### src/hdl/uca_params.svh
`ifndef UCA_PARAMS_SVH
`define UCA_PARAMS_SVH
`define UCA_DATA_W 32
`define UCA_SIZE_MSB 7
`define UCA_SIZE_LSB 6
`define UCA_MODE_MSB 5
`define UCA_MODE_LSB 3
`define UCA_REG_MSB 2
`define UCA_REG_LSB 0
`define UCA_SIZE_BYTE 2'b00
`define UCA_SIZE_WORD 2'b01
`define UCA_SIZE_LONG 2'b10
`define UCA_PFX_DEC 10'b0100_1000_00
`define UCA_PFX_TWOS 8'b0100_0100
`define UCA_PFX_EXTN 8'b0100_0000
`define UCA_PFX_NOT 8'b0100_0110
`define UCA_IDLE_WORD 16'h4E71
`define UCA_MODE_ABS 3'b111
`define UCA_MODE_AREG 3'b001
`define UCA_REG_ABSW 3'b000
`define UCA_REG_ABSL 3'b001
`define UCA_RESULT_RST 32'h0000_0000
`define UCA_CCR_RST 5'h00
`endif

### src/hdl/uca_pkg.sv
package uca_pkg;
    typedef enum logic [5:0] {
        UCA_OP_NONE = 6'b00_0001,
        UCA_OP_DEC  = 6'b00_0010,
        UCA_OP_TWOS = 6'b00_0100,
        UCA_OP_EXTN = 6'b00_1000,
        UCA_OP_NOT  = 6'b01_0000,
        UCA_OP_IDLE = 6'b10_0000
    } uca_op_t;

    typedef enum logic [2:0] {
        UCA_ST_IDLE  = 3'b001,
        UCA_ST_DRAIN = 3'b010,
        UCA_ST_DONE  = 3'b100
    } uca_state_t;

    // Condition codes in the order extend, negative, zero, overflow, carry.
    typedef struct packed {
        logic x;
        logic n;
        logic z;
        logic v;
        logic c;
    } uca_ccr_t;

    typedef struct packed {
        logic [15:0] opword;
        logic [31:0] operand;
        uca_ccr_t ccr;
    } uca_req_t;
endpackage : uca_pkg

### src/hdl/uca_alu.sv
`timescale 1ns/10ps
`include "uca_params.svh"
// Summary of operation
// - Decimal complement is byte only: zero minus destination minus extend, packed BCD.
// - Decimal complement yields tens complement with extend clear, nines with extend set.
// - Decimal complement sets carry on decimal borrow, extend copies it, zero only cleared.
// - Decimal complement and negations need a data alterable destination mode.
// - Size bits 7..6 select byte 00, word 01, long 10.
// - Negate subtracts the sized destination from zero and writes it back.
// - Negations set N, Z, V from the result; carry set unless zero; extend copies carry.
// - Extended negate subtracts destination and extend from zero at the size.
// - Idle op is unsized, leaves all flags and state, only advances past itself.
// - Idle op waits until all pending bus cycles have finished.
// - Ones complement inverts every bit of the sized destination.
// - Ones complement keeps extend, sets N and Z, clears V and C.
module uca_alu (
    input wire logic core_clk_in,
    input wire logic nrst_in,
    input wire logic start_in,
    input wire uca_pkg::uca_req_t req_in,
    input wire logic bus_busy_in,
    output logic done_out,
    output logic write_out,
    output logic illegal_out,
    output logic [31:0] result_out,
    output uca_pkg::uca_ccr_t ccr_out
);
    ////////////////////////////////////////////////////////////////////////////
    uca_pkg::uca_op_t op;
    logic [15:0] ow;
    logic [1:0] sz;
    logic [2:0] md;
    logic [2:0] rg;
    logic ea_ok;
    logic sz_ok;
    always_comb
    begin
        ow = req_in.opword;
        sz = ow[`UCA_SIZE_MSB:`UCA_SIZE_LSB];
        md = ow[`UCA_MODE_MSB:`UCA_MODE_LSB];
        rg = ow[`UCA_REG_MSB:`UCA_REG_LSB];
        op = uca_pkg::UCA_OP_NONE;
        if (ow == `UCA_IDLE_WORD)
            op = uca_pkg::UCA_OP_IDLE;
        else if (ow[15:6] == `UCA_PFX_DEC)
            op = uca_pkg::UCA_OP_DEC;
        else if (ow[15:8] == `UCA_PFX_TWOS)
            op = uca_pkg::UCA_OP_TWOS;
        else if (ow[15:8] == `UCA_PFX_EXTN)
            op = uca_pkg::UCA_OP_EXTN;
        else if (ow[15:8] == `UCA_PFX_NOT)
            op = uca_pkg::UCA_OP_NOT;
        // Data alterable: no address register, only absolute word and long in mode 111.
        ea_ok = (md != `UCA_MODE_AREG) && ((md != `UCA_MODE_ABS) ||
            (rg == `UCA_REG_ABSW) || (rg == `UCA_REG_ABSL));
        sz_ok = (sz != 2'b11);
    end

    ////////////////////////////////////////////////////////////////////////////
    logic [31:0] mask;
    logic [31:0] signb;
    logic [32:0] diff;
    logic [31:0] res;
    logic [7:0] bcd;
    logic lo_b;
    logic hi_b;
    logic [4:0] lo_d;
    logic [4:0] hi_d;
    logic [3:0] lo_fix;
    logic [3:0] hi_fix;
    logic dec_borrow;
    logic ovf;
    logic nz;
    uca_pkg::uca_ccr_t cc;
    uca_pkg::uca_ccr_t ci;
    logic bad;
    always_comb
    begin
        ci = req_in.ccr;
        case (sz)
            `UCA_SIZE_BYTE: mask = 32'h0000_00FF;
            `UCA_SIZE_WORD: mask = 32'h0000_FFFF;
            default: mask = 32'hFFFF_FFFF;
        endcase
        case (sz)
            `UCA_SIZE_BYTE: signb = 32'h0000_0080;
            `UCA_SIZE_WORD: signb = 32'h0000_8000;
            default: signb = 32'h8000_0000;
        endcase
        // Digit-wise decimal subtraction from zero, one borrow passed between digits.
        lo_d = 5'h00 - {1'b0, req_in.operand[3:0]} - {4'h0, ci.x};
        lo_b = lo_d[4];
        lo_fix = lo_b ? (lo_d[3:0] - 4'h6) : lo_d[3:0];
        hi_d = 5'h00 - {1'b0, req_in.operand[7:4]} - {4'h0, lo_b};
        hi_b = hi_d[4];
        hi_fix = hi_b ? (hi_d[3:0] - 4'h6) : hi_d[3:0];
        bcd = {hi_fix, lo_fix};
        dec_borrow = hi_b;
        // Extend enters only for the extended form.
        diff = 33'h0_0000_0000 - {1'b0, req_in.operand & mask} -
            {32'h0000_0000, (op == uca_pkg::UCA_OP_EXTN) & ci.x};
        res = 32'h0000_0000;
        cc = ci;
        bad = 1'b0;
        ovf = ((diff[31:0] & signb) != 32'h0000_0000) &&
            ((req_in.operand & signb) != 32'h0000_0000);
        nz = ((diff[31:0] & mask) != 32'h0000_0000);
        case (op)
            uca_pkg::UCA_OP_DEC:
            begin
                bad = !ea_ok;
                res = {24'h00_0000, bcd};
                cc.c = dec_borrow;
                cc.x = dec_borrow;
                if (bcd != 8'h00)
                    cc.z = 1'b0;
                // Sign and overflow are undefined here; they are simply left as they were.
            end
            uca_pkg::UCA_OP_TWOS, uca_pkg::UCA_OP_EXTN:
            begin
                bad = !ea_ok || !sz_ok;
                res = diff[31:0] & mask;
                cc.n = ((res & signb) != 32'h0000_0000);
                cc.v = ovf;
                cc.c = nz;
                cc.x = nz;
                // Zero follows the result in both forms; only the decimal form keeps it sticky.
                cc.z = !nz;
            end
            uca_pkg::UCA_OP_NOT:
            begin
                bad = !ea_ok || !sz_ok;
                res = ~req_in.operand & mask;
                cc.n = ((res & signb) != 32'h0000_0000);
                cc.z = (res == 32'h0000_0000);
                cc.v = 1'b0;
                cc.c = 1'b0;
            end
            uca_pkg::UCA_OP_IDLE:
                cc = ci;
            uca_pkg::UCA_OP_NONE:
                bad = 1'b1;
            default:
                bad = 1'b1;
        endcase
    end

    ////////////////////////////////////////////////////////////////////////////
    uca_pkg::uca_state_t state_reg;
    uca_pkg::uca_state_t state_next;
    logic done_reg;
    logic done_next;
    logic write_reg;
    logic write_next;
    logic illegal_reg;
    logic illegal_next;
    logic [31:0] result_reg;
    logic [31:0] result_next;
    uca_pkg::uca_ccr_t ccr_reg;
    uca_pkg::uca_ccr_t ccr_next;
    uca_pkg::uca_ccr_t held_reg;
    uca_pkg::uca_ccr_t held_next;
    always_comb
    begin
        state_next = state_reg;
        done_next = 1'b0;
        write_next = 1'b0;
        illegal_next = 1'b0;
        result_next = result_reg;
        ccr_next = ccr_reg;
        held_next = held_reg;
        case (state_reg)
            uca_pkg::UCA_ST_IDLE:
            begin
                if (start_in && op == uca_pkg::UCA_OP_IDLE)
                begin
                    held_next = ci;
                    if (bus_busy_in)
                        state_next = uca_pkg::UCA_ST_DRAIN;
                    else
                    begin
                        done_next = 1'b1;
                        ccr_next = ci;
                    end
                end
                else if (start_in)
                begin
                    done_next = 1'b1;
                    illegal_next = bad;
                    write_next = !bad;
                    // A refused instruction must not disturb flags or the destination.
                    if (!bad)
                    begin
                        result_next = res;
                        ccr_next = cc;
                    end
                    else
                        ccr_next = ci;
                end
            end
            uca_pkg::UCA_ST_DRAIN:
            begin
                if (!bus_busy_in)
                begin
                    done_next = 1'b1;
                    ccr_next = held_reg;
                    state_next = uca_pkg::UCA_ST_IDLE;
                end
            end
            default:
                state_next = uca_pkg::UCA_ST_IDLE;
        endcase
    end

    always_ff @(posedge core_clk_in)
    begin
        if (!nrst_in)
        begin
            state_reg <= uca_pkg::UCA_ST_IDLE;
            done_reg <= 1'b0;
            write_reg <= 1'b0;
            illegal_reg <= 1'b0;
            result_reg <= `UCA_RESULT_RST;
            ccr_reg <= `UCA_CCR_RST;
            held_reg <= `UCA_CCR_RST;
        end
        else
        begin
            state_reg <= state_next;
            done_reg <= done_next;
            write_reg <= write_next;
            illegal_reg <= illegal_next;
            result_reg <= result_next;
            ccr_reg <= ccr_next;
            held_reg <= held_next;
        end
    end

    assign done_out = done_reg;
    assign write_out = write_reg;
    assign illegal_out = illegal_reg;
    assign result_out = result_reg;
    assign ccr_out = ccr_reg;
endmodule : uca_alu

### config.mk
export PLATFORM = sky130hd
export DESIGN_NAME = uca_alu
export DESIGN_NICKNAME = d
export VERILOG_FILES = /design/src/hdl/uca_pkg.sv /design/src/hdl/uca_alu.sv
export VERILOG_INCLUDE_DIRS = /design/src /design/src/hdl
export SDC_FILE = /design/constraint.sdc
export NUM_CORES = 1
export LEC_CHECK = 0
export ABC_AREA = 1
export BUFFER_PORTS_ARGS = -buffer_cell sky130_fd_sc_hd__buf_2
export CAP_MARGIN = 15
export CORE_MARGIN = 4
export CORE_UTILIZATION = 51
export DETAILED_ROUTE_END_ITERATION = 10
export PLACE_DENSITY = 0.69
export SETUP_SLACK_MARGIN = 0.05
export SYNTH_ARGS = -nofsm -noshare
export SYNTH_HDL_FRONTEND = slang
export SYNTH_SLANG_ARGS = --single-unit
### constraint.sdc
create_clock -name core_clk_in -period 4.3 [get_ports core_clk_in]
set_input_delay 0.43 -clock core_clk_in [delete_from_list [all_inputs] [get_ports core_clk_in]]
set_output_delay 0.43 -clock core_clk_in [all_outputs]
set_load 0.01 [all_outputs]
==> results.toml, run 1 <==
[yosys]
avgSynthCellArea_um2 = 5.622
ys_seq_elements = 47
synth_mux_area_share_pct = 0
async_reset_ff_share_pct = 0
seq_area_frac_synth_pct = 16.41
synth_adder_area_share_pct = 10.91
synthSimpleGateAreaFrac_pct = 37.20
syn_nets = 1127
synth_xor_xnor_area_share_pct = 2.138
synth-main-ff-cell = "dfxtp_1"
synth_top_family_by_area = "simple AND/OR/NAND/NOR gates"
yosysWarnings = 0
postSynthCellCount = 1020
synth_edf_count = 0
ys_types = 46
synth_area_mm2 = 0.005734
synth_compound_area_share_pct = 16.80

[global_route]
grt_max_degree = 35
grt_overflow = 0
antenna_found_initial = 0
grt_pass1_vias = 6042
grt_pass1_wl_mm = 29.48
grt_use_total_pct = 28.05

[setup_path]
worstSetupStartpointType = "primary input"
r2r-start = "state_reg[0]$_SDFFE_PN1P_"
slowest_delay_ns = 0.29
worstRegToRegCells = 9
cp_cell_sequence = "buf_2 -> inv_1 -> ha_1 -> nor2_1 -> o21ai_0 -> or2_2 -> nand2_1 -> ha_1 -> ha_1 -> inv_1 -> ha_1 -> inv_1 -> ha_1 -> inv_1 -> nand2_1 -> xor2_1 -> nand3_1 -> nor2_1 -> nor2_1 -> nand2_1 -> nand2_1 -> nand2_1 -> nand2_1 -> a21oi_1"
crit_path_end_kind = "flip-flop"
required_ns = 4.51
r2r_slack_ns = 2.13
crit_start = "req_in[7]"
reg2reg_to = "ccr_out[3]$_SDFFE_PN0P_"
slowest_stage = "or2_2"
worstSetupPathType = "primary input to flip-flop"
setup.worst_path.end = "ccr_out[2]$_SDFFE_PN0P_"
cp_max_fo = 5
arrival_ns = 3.68
cp_common_cell = "nand2_1"

[placed_design]
dpl_cell_area_mm2 = 0.006300
io_buffer_count = 96
gp_congestion = 0.9394
hpwl_mm = 15.14

[detailed_routing]
first_iter_violations = 537
via_count = 6480
ant_nets = 0
drc = 0
wirelength_mm = 18.36
post_drt_via_cell_ratio = 5.205
drt_pass1_iterations = 5
avgRoutedWirePerCell_um = 14.75

[clock_tree]
clkLatencyLatePin_ns = 0.29
htreeDepth = 2
cts.sinks = 47
holdBufCountCts = 0
clock-root-buffer = "clkbuf_16"
post_cts_resized = 0
cts_tree = "done"
clk_pin_slew_worst_paths_ns = 0.07
clockBufferDepth = 2
cts_setup_buffers = 0
cts_buffers = 5

[sta]
worst_hold_slack_ns = 0.4353
fin_worst_skew_ns = 0.001971
finalCritPeriodShare_pct = 80.52
fmax_mhz = 288.8
final.setup.tns_ns = 0
finalMaxSlewViolations = 0
worstMarginPinSlew_ns = 0.8014
finalHoldViolCount = 0
rsz0062_at_grt = "false"
setup_violations = 0
period_needed_ns = 3.463
max-slew-margin-rel_pct = 46.51

[floorplanning]
core_area_mm2 = 0.01094
die_area_mm2 = 0.01300
die_height_um = 114.0
start_util_pct = 52.44
rows = 38
pin_count = 97
die_w_um = 114.0

[job]
maxCapViolations = 0

[min_path]
hp-class = "primary input to flip-flop"

[cells_and_area]
diodes = 0
largest_register_ffs = 32
layout.nets = 1211
area_delta_synth_final_pct = 12.85
design_area_mm2 = 0.006471
drive_gt1_share_pct = 12.40

[pwr]
vdd_drop_max_mv = 0.1937
p_per_area_mw_per_mm2 = 247.9
p_leak_nw = 3.810

[run_status]
status = "finished clean"
-- stage by stage --
| step | setup WS [ns] | std cells | utilization [%] | power (mW) |
|---|---|---|---|---|
| after floorplan | 1.183 | 1020 | - | 0.9503 |
| after global placement | 0.6114 | 1237 | 57.61 | 1.143 |
| after detailed placement | 0.5880 | 1237 | 57.61 | 1.144 |
| after CTS | 0.8830 | 1245 | 59.18 | 1.601 |
| after global routing | 0.4184 | 1245 | 59.18 | 1.724 |
| final | 0.8374 | 1245 | 59.18 | 1.604 |
-- worst max-delay path: cells and delay by family --
family,cells,cell delay [ns]
AND/OR/NAND/NOR,11,1.28
adder cells (fa/ha/maj),5,1.09
buffers and inverters,5,0.39
AO/OA/AOI/OAI,2,0.26
XOR/XNOR,1,0.24
-- cells by family after synthesis --
family                     count (synthesis)
and+or+nand+nor                          506
buffers and inverters                    241
AOI/OAI and AO/OA                        162
adders and majority gates                 50
xor gates and xnor gates                  14
DFF                                       47
-- synthesized netlist by cell type, types with 2 or more instances --
cell | number | share of area, %
nand3_2 | 2 | 0.35
o21ai_0 | 39 | 3.4
buf_6 | 5 | 0.98
xor2_1 | 10 | 1.5
o32a_1 | 4 | 0.70
a211oi_2 | 5 | 1.1
inv_1 | 210 | 14
nand2_2 | 2 | 0.22
o32ai_1 | 10 | 1.5
nand2_1 | 293 | 19
a31oi_1 | 8 | 0.87
nand4_1 | 11 | 1.2
o21ai_1 | 9 | 0.79
clkbuf_1 | 14 | 0.92
inv_2 | 4 | 0.26
ha_1 | 50 | 11
nor2_2 | 3 | 0.33
nor3_2 | 2 | 0.35
o22ai_1 | 6 | 0.65
nor3_1 | 7 | 0.61
buf_2 | 2 | 0.17
nor2_1 | 108 | 7.1
nand3_1 | 55 | 4.8
o41ai_1 | 2 | 0.31
xnor2_1 | 4 | 0.61
or2_2 | 5 | 0.55
buf_1 | 3 | 0.20
a21oi_1 | 70 | 6.1
nand3b_1 | 6 | 0.79
a221oi_1 | 3 | 0.46
clkinv_1 | 2 | 0.13
nor4_1 | 6 | 0.65
dfxtp_1 | 47 | 16
-- layout make-up --
class / instances / area, µm²
fill: 1197 / 4464
multi-input combinational: 732 / 3847
sequential: 47 / 940.9
inverter: 216 / 810.8
timing repair buffer: 102 / 525.5
tap: 140 / 175.2
clock buffer: 5 / 125.1
clock inverter: 3 / 46.29
-- metal layers --
| layer | wire, µm | global-route usage, % | vias to the layer above | part of all wire [%] |
|---|---|---|---|---|
| met3 | 989 | 3.395 | 31 | 5.4 |
| met5 | 0 | 0 | - | 0 |
| met2 | 8475 | 47.62 | 206 | 46 |
| met1 | 8476 | 38.03 | 2845 | 46 |
| met4 | 421 | 6.334 | 0 | 2.3 |
| li1 | - | - | 3398 | - |
-- worst min-delay path by stage --
stage,slack (ns),cells past startpoint,endpoint,from
2_1_floorplan,0.42,2,held_reg[1]$_SDFFE_PN0P_,held_reg[1]$_SDFFE_PN0P_
3_3_place_gp,0.43,2,held_reg[1]$_SDFFE_PN0P_,held_reg[1]$_SDFFE_PN0P_
3_5_place_dp,0.44,2,held_reg[1]$_SDFFE_PN0P_,held_reg[1]$_SDFFE_PN0P_
4_1_cts,0.43,4,done_out$_SDFF_PN0_,bus_busy_in
5_1_grt,0.44,3,held_reg[3]$_SDFFE_PN0P_,req_in[3]
6_report,0.44,4,done_out$_SDFF_PN0_,bus_busy_in
-- placed cells by master (no fill, tap or decap), types with 2 or more instances in the layout --
| cell type | count |
|---|---|
| nand4_1 | 11 |
| nor4_1 | 6 |
| inv_2 | 4 |
| nand3_2 | 2 |
| nand3b_1 | 6 |
| o21ai_0 | 39 |
| o21ai_1 | 9 |
| a21oi_1 | 70 |
| clkbuf_16 | 5 |
| buf_4 | 6 |
| buf_2 | 96 |
| nor2_1 | 107 |
| dfxtp_1 | 47 |
| nand2_1 | 293 |
| xnor2_1 | 4 |
| nor2_2 | 4 |
| a221oi_1 | 3 |
| nor3_1 | 7 |
| xor2_1 | 10 |
| inv_1 | 210 |
| or2_2 | 5 |
| o22ai_1 | 6 |
| o41ai_1 | 2 |
| a211oi_2 | 5 |
| nor3_2 | 2 |
| a31oi_1 | 8 |
| nand3_1 | 55 |
| o32a_1 | 4 |
| clkinv_1 | 2 |
| ha_1 | 50 |
| o32ai_1 | 10 |
| nand2_2 | 2 |
-- power by group --
group / switching, mW / total, mW / internal (mW)
sequential: 0.0101 / 0.465 / 0.455
combinational: 0.454 / 0.682 / 0.228
clock: 0.181 / 0.457 / 0.277
total: 0.645 / 1.60 / 0.960
No activity file was read; power rests on OpenSTA's default activity.
==> run 2: changes to the inputs <==
- PLACE_DENSITY: 0.69 -> 0.72
- clock period: 4.3 -> 2.8 ns (I/O delays scaled with it)
==> run 2 against run 1 <==
  * The flow now finishes with violations (setup timing)
  * Final cell count up 10%
  * Power up 79%
  * Hold slack worse by 0.12 ns
  * Register-to-register slack worse by 1.6 ns
  * Global-route usage up 1.4 points
==> results.toml, run 2 (synthesis gave the netlist of run 1 again) <==
[global_route]
grt_use_total_pct = 29.49
grt_overflow = 0
grt_pass1_wl_mm = 31.48
grt_pass1_vias = 6856
grt_max_degree = 33
antenna_found_initial = 0

[detailed_routing]
via_count = 7203
first_iter_violations = 614
wirelength_mm = 19.88
drt_pass1_iterations = 5
avgRoutedWirePerCell_um = 14.48
ant_nets = 0
drc = 0
post_drt_via_cell_ratio = 5.246

[clock_tree]
htreeDepth = 2
holdBufCountCts = 0
clockBufferDepth = 2
clk_pin_slew_worst_paths_ns = 0.07
cts_buffers = 5
cts_tree = "done"
clock-root-buffer = "clkbuf_16"
cts.sinks = 47
clkLatencyLatePin_ns = 0.29

[sta]
period_needed_ns = 2.817
max-slew-margin-rel_pct = 43.30
worstMarginPinSlew_ns = 0.8496
fmax_mhz = 355.0
setup_violations = 2
rsz0062_at_grt = "true"
fin_worst_skew_ns = 0.006779
finalCritPeriodShare_pct = 100.6
worst_slack_ns = -0.01720
finalHoldViolCount = 0
finalMaxSlewViolations = 0

[setup_path]
cp_max_fo = 4
arrival_ns = 2.96
cp_common_cell = "nand2_1"
crit_path_end_kind = "flip-flop"
crit_buf_inv = 4
slowest_delay_ns = 0.18
slowest_stage = "ha_4"
worstRegToRegCells = 9
worstSetupStartpointType = "primary input"
crit_cells = 29
critPathTopFamily = "simple AND/OR/NAND/NOR gates"
worstSetupPathType = "primary input to flip-flop"
required_ns = 2.94

[pwr]
p_leak_nw = 4.534
finalPower_mw = 2.877
vdd_drop_max_mv = 0.3033
p_per_area_mw_per_mm2 = 363.0

[floorplanning]
die_height_um = 114.0
die_area_mm2 = 0.01300
pin_count = 97
core_area_mm2 = 0.01094
rows = 38
start_util_pct = 52.44
die_w_um = 114.0

[cells_and_area]
fillers = 971
largest_register_ffs = 32
diodes = 0
final_cell_mix = "278 x nand2_1, 207 x inv_1, 130 x buf_4, 92 x buf_2, 87 x nor2_1"
fin_cells = 1373
final_common_cell = "nand2_1"
area_delta_synth_final_pct = 38.21
drive_gt1_share_pct = 28.14
layout.nets = 1339

[job]
maxCapViolations = 0

[placed_design]
io_buffer_count = 96
gp_congestion = 0.9586
place_ws_ns = -0.4952
hpwl_mm = 15.79
placed_cells = 1356

[min_path]
hp-class = "primary input to flip-flop"
holdPathStages = 3

[run_status]
status = "complete, but fails checks"
violations = "setup timing"
-- run 2: area by class of cell --
cell class	count	area (µm²)	share of cell area [%]
multi-input combinational	732	4280	54.01
timing repair buffer	230	1544	19.48
sequential	47	940.9	11.87
inverter	216	813.3	10.26
tap	140	175.2	2.210
clock buffer	5	125.1	1.579
clock inverter	3	46.29	0.5841
-- run 2: path summary, 6_finish.rpt --
path,from,endpoint,slack (ns)
worst min register to register,held_reg[1]$_SDFFE_PN0P_,held_reg[1]$_SDFFE_PN0P_,0.45
worst min-delay path,req_in[1],held_reg[1]$_SDFFE_PN0P_,0.31
worst max register to register,state_reg[0]$_SDFFE_PN1P_,ccr_out[0]$_SDFFE_PN0P_,0.57
worst max-delay path,req_in[50],ccr_out[0]$_SDFFE_PN0P_,-0.02
-- run 2: metrics by stage --
stage	hold WS (ns)	instance area (µm²)	setup TNS, ns	util [%]
finish	0.3132	7925	-0.01795	72.47
global placement	0.4298	7266	-2.467	66.44
global route	0.3201	7925	-0.8142	72.47
CTS	0.2973	7697	0	70.39
detailed placement	0.4366	7266	-3.426	66.44
floorplan	0.4184	5786	0	-
-- run 2: what timing repair did --
action	4_1_cts	5_1_grt
setup buffers	8	1
cloned	0	0
pin swaps	21	22
hold endpoints to repair	0	0
gates resized for setup	47	51
setup endpoints to repair	8	10
-- run 2: worst register-to-register path: stages, from the launching register on --
cell,delay [ns]
dfxtp_1,0.34
inv_1,0.07
ha_1,0.38
inv_1,0.17
or2_2,0.30
a21oi_1,0.17
clkinv_1,0.28
a21oi_1,0.21
nand2_1,0.09
a21oi_2,0.14
-- run 2: power breakdown --
part           leakage [nW]  internal [mW]  switching (mW)
Clock                0.0804          0.424           0.268
Sequential            0.380          0.699          0.0164
Combinational          4.07          0.625           0.844
-- run 2: layer usage --
| metal | vias up | track usage [%] | routed length [µm] |
|---|---|---|---|
| met2 | 268 | 49.61 | 9366 |
| met1 | 3226 | 38.24 | 8516 |
| met5 | - | 0 | 0 |
| met4 | 0 | 11.72 | 860 |
| met3 | 56 | 3.714 | 1138 |
| li1 | 3653 | - | - |
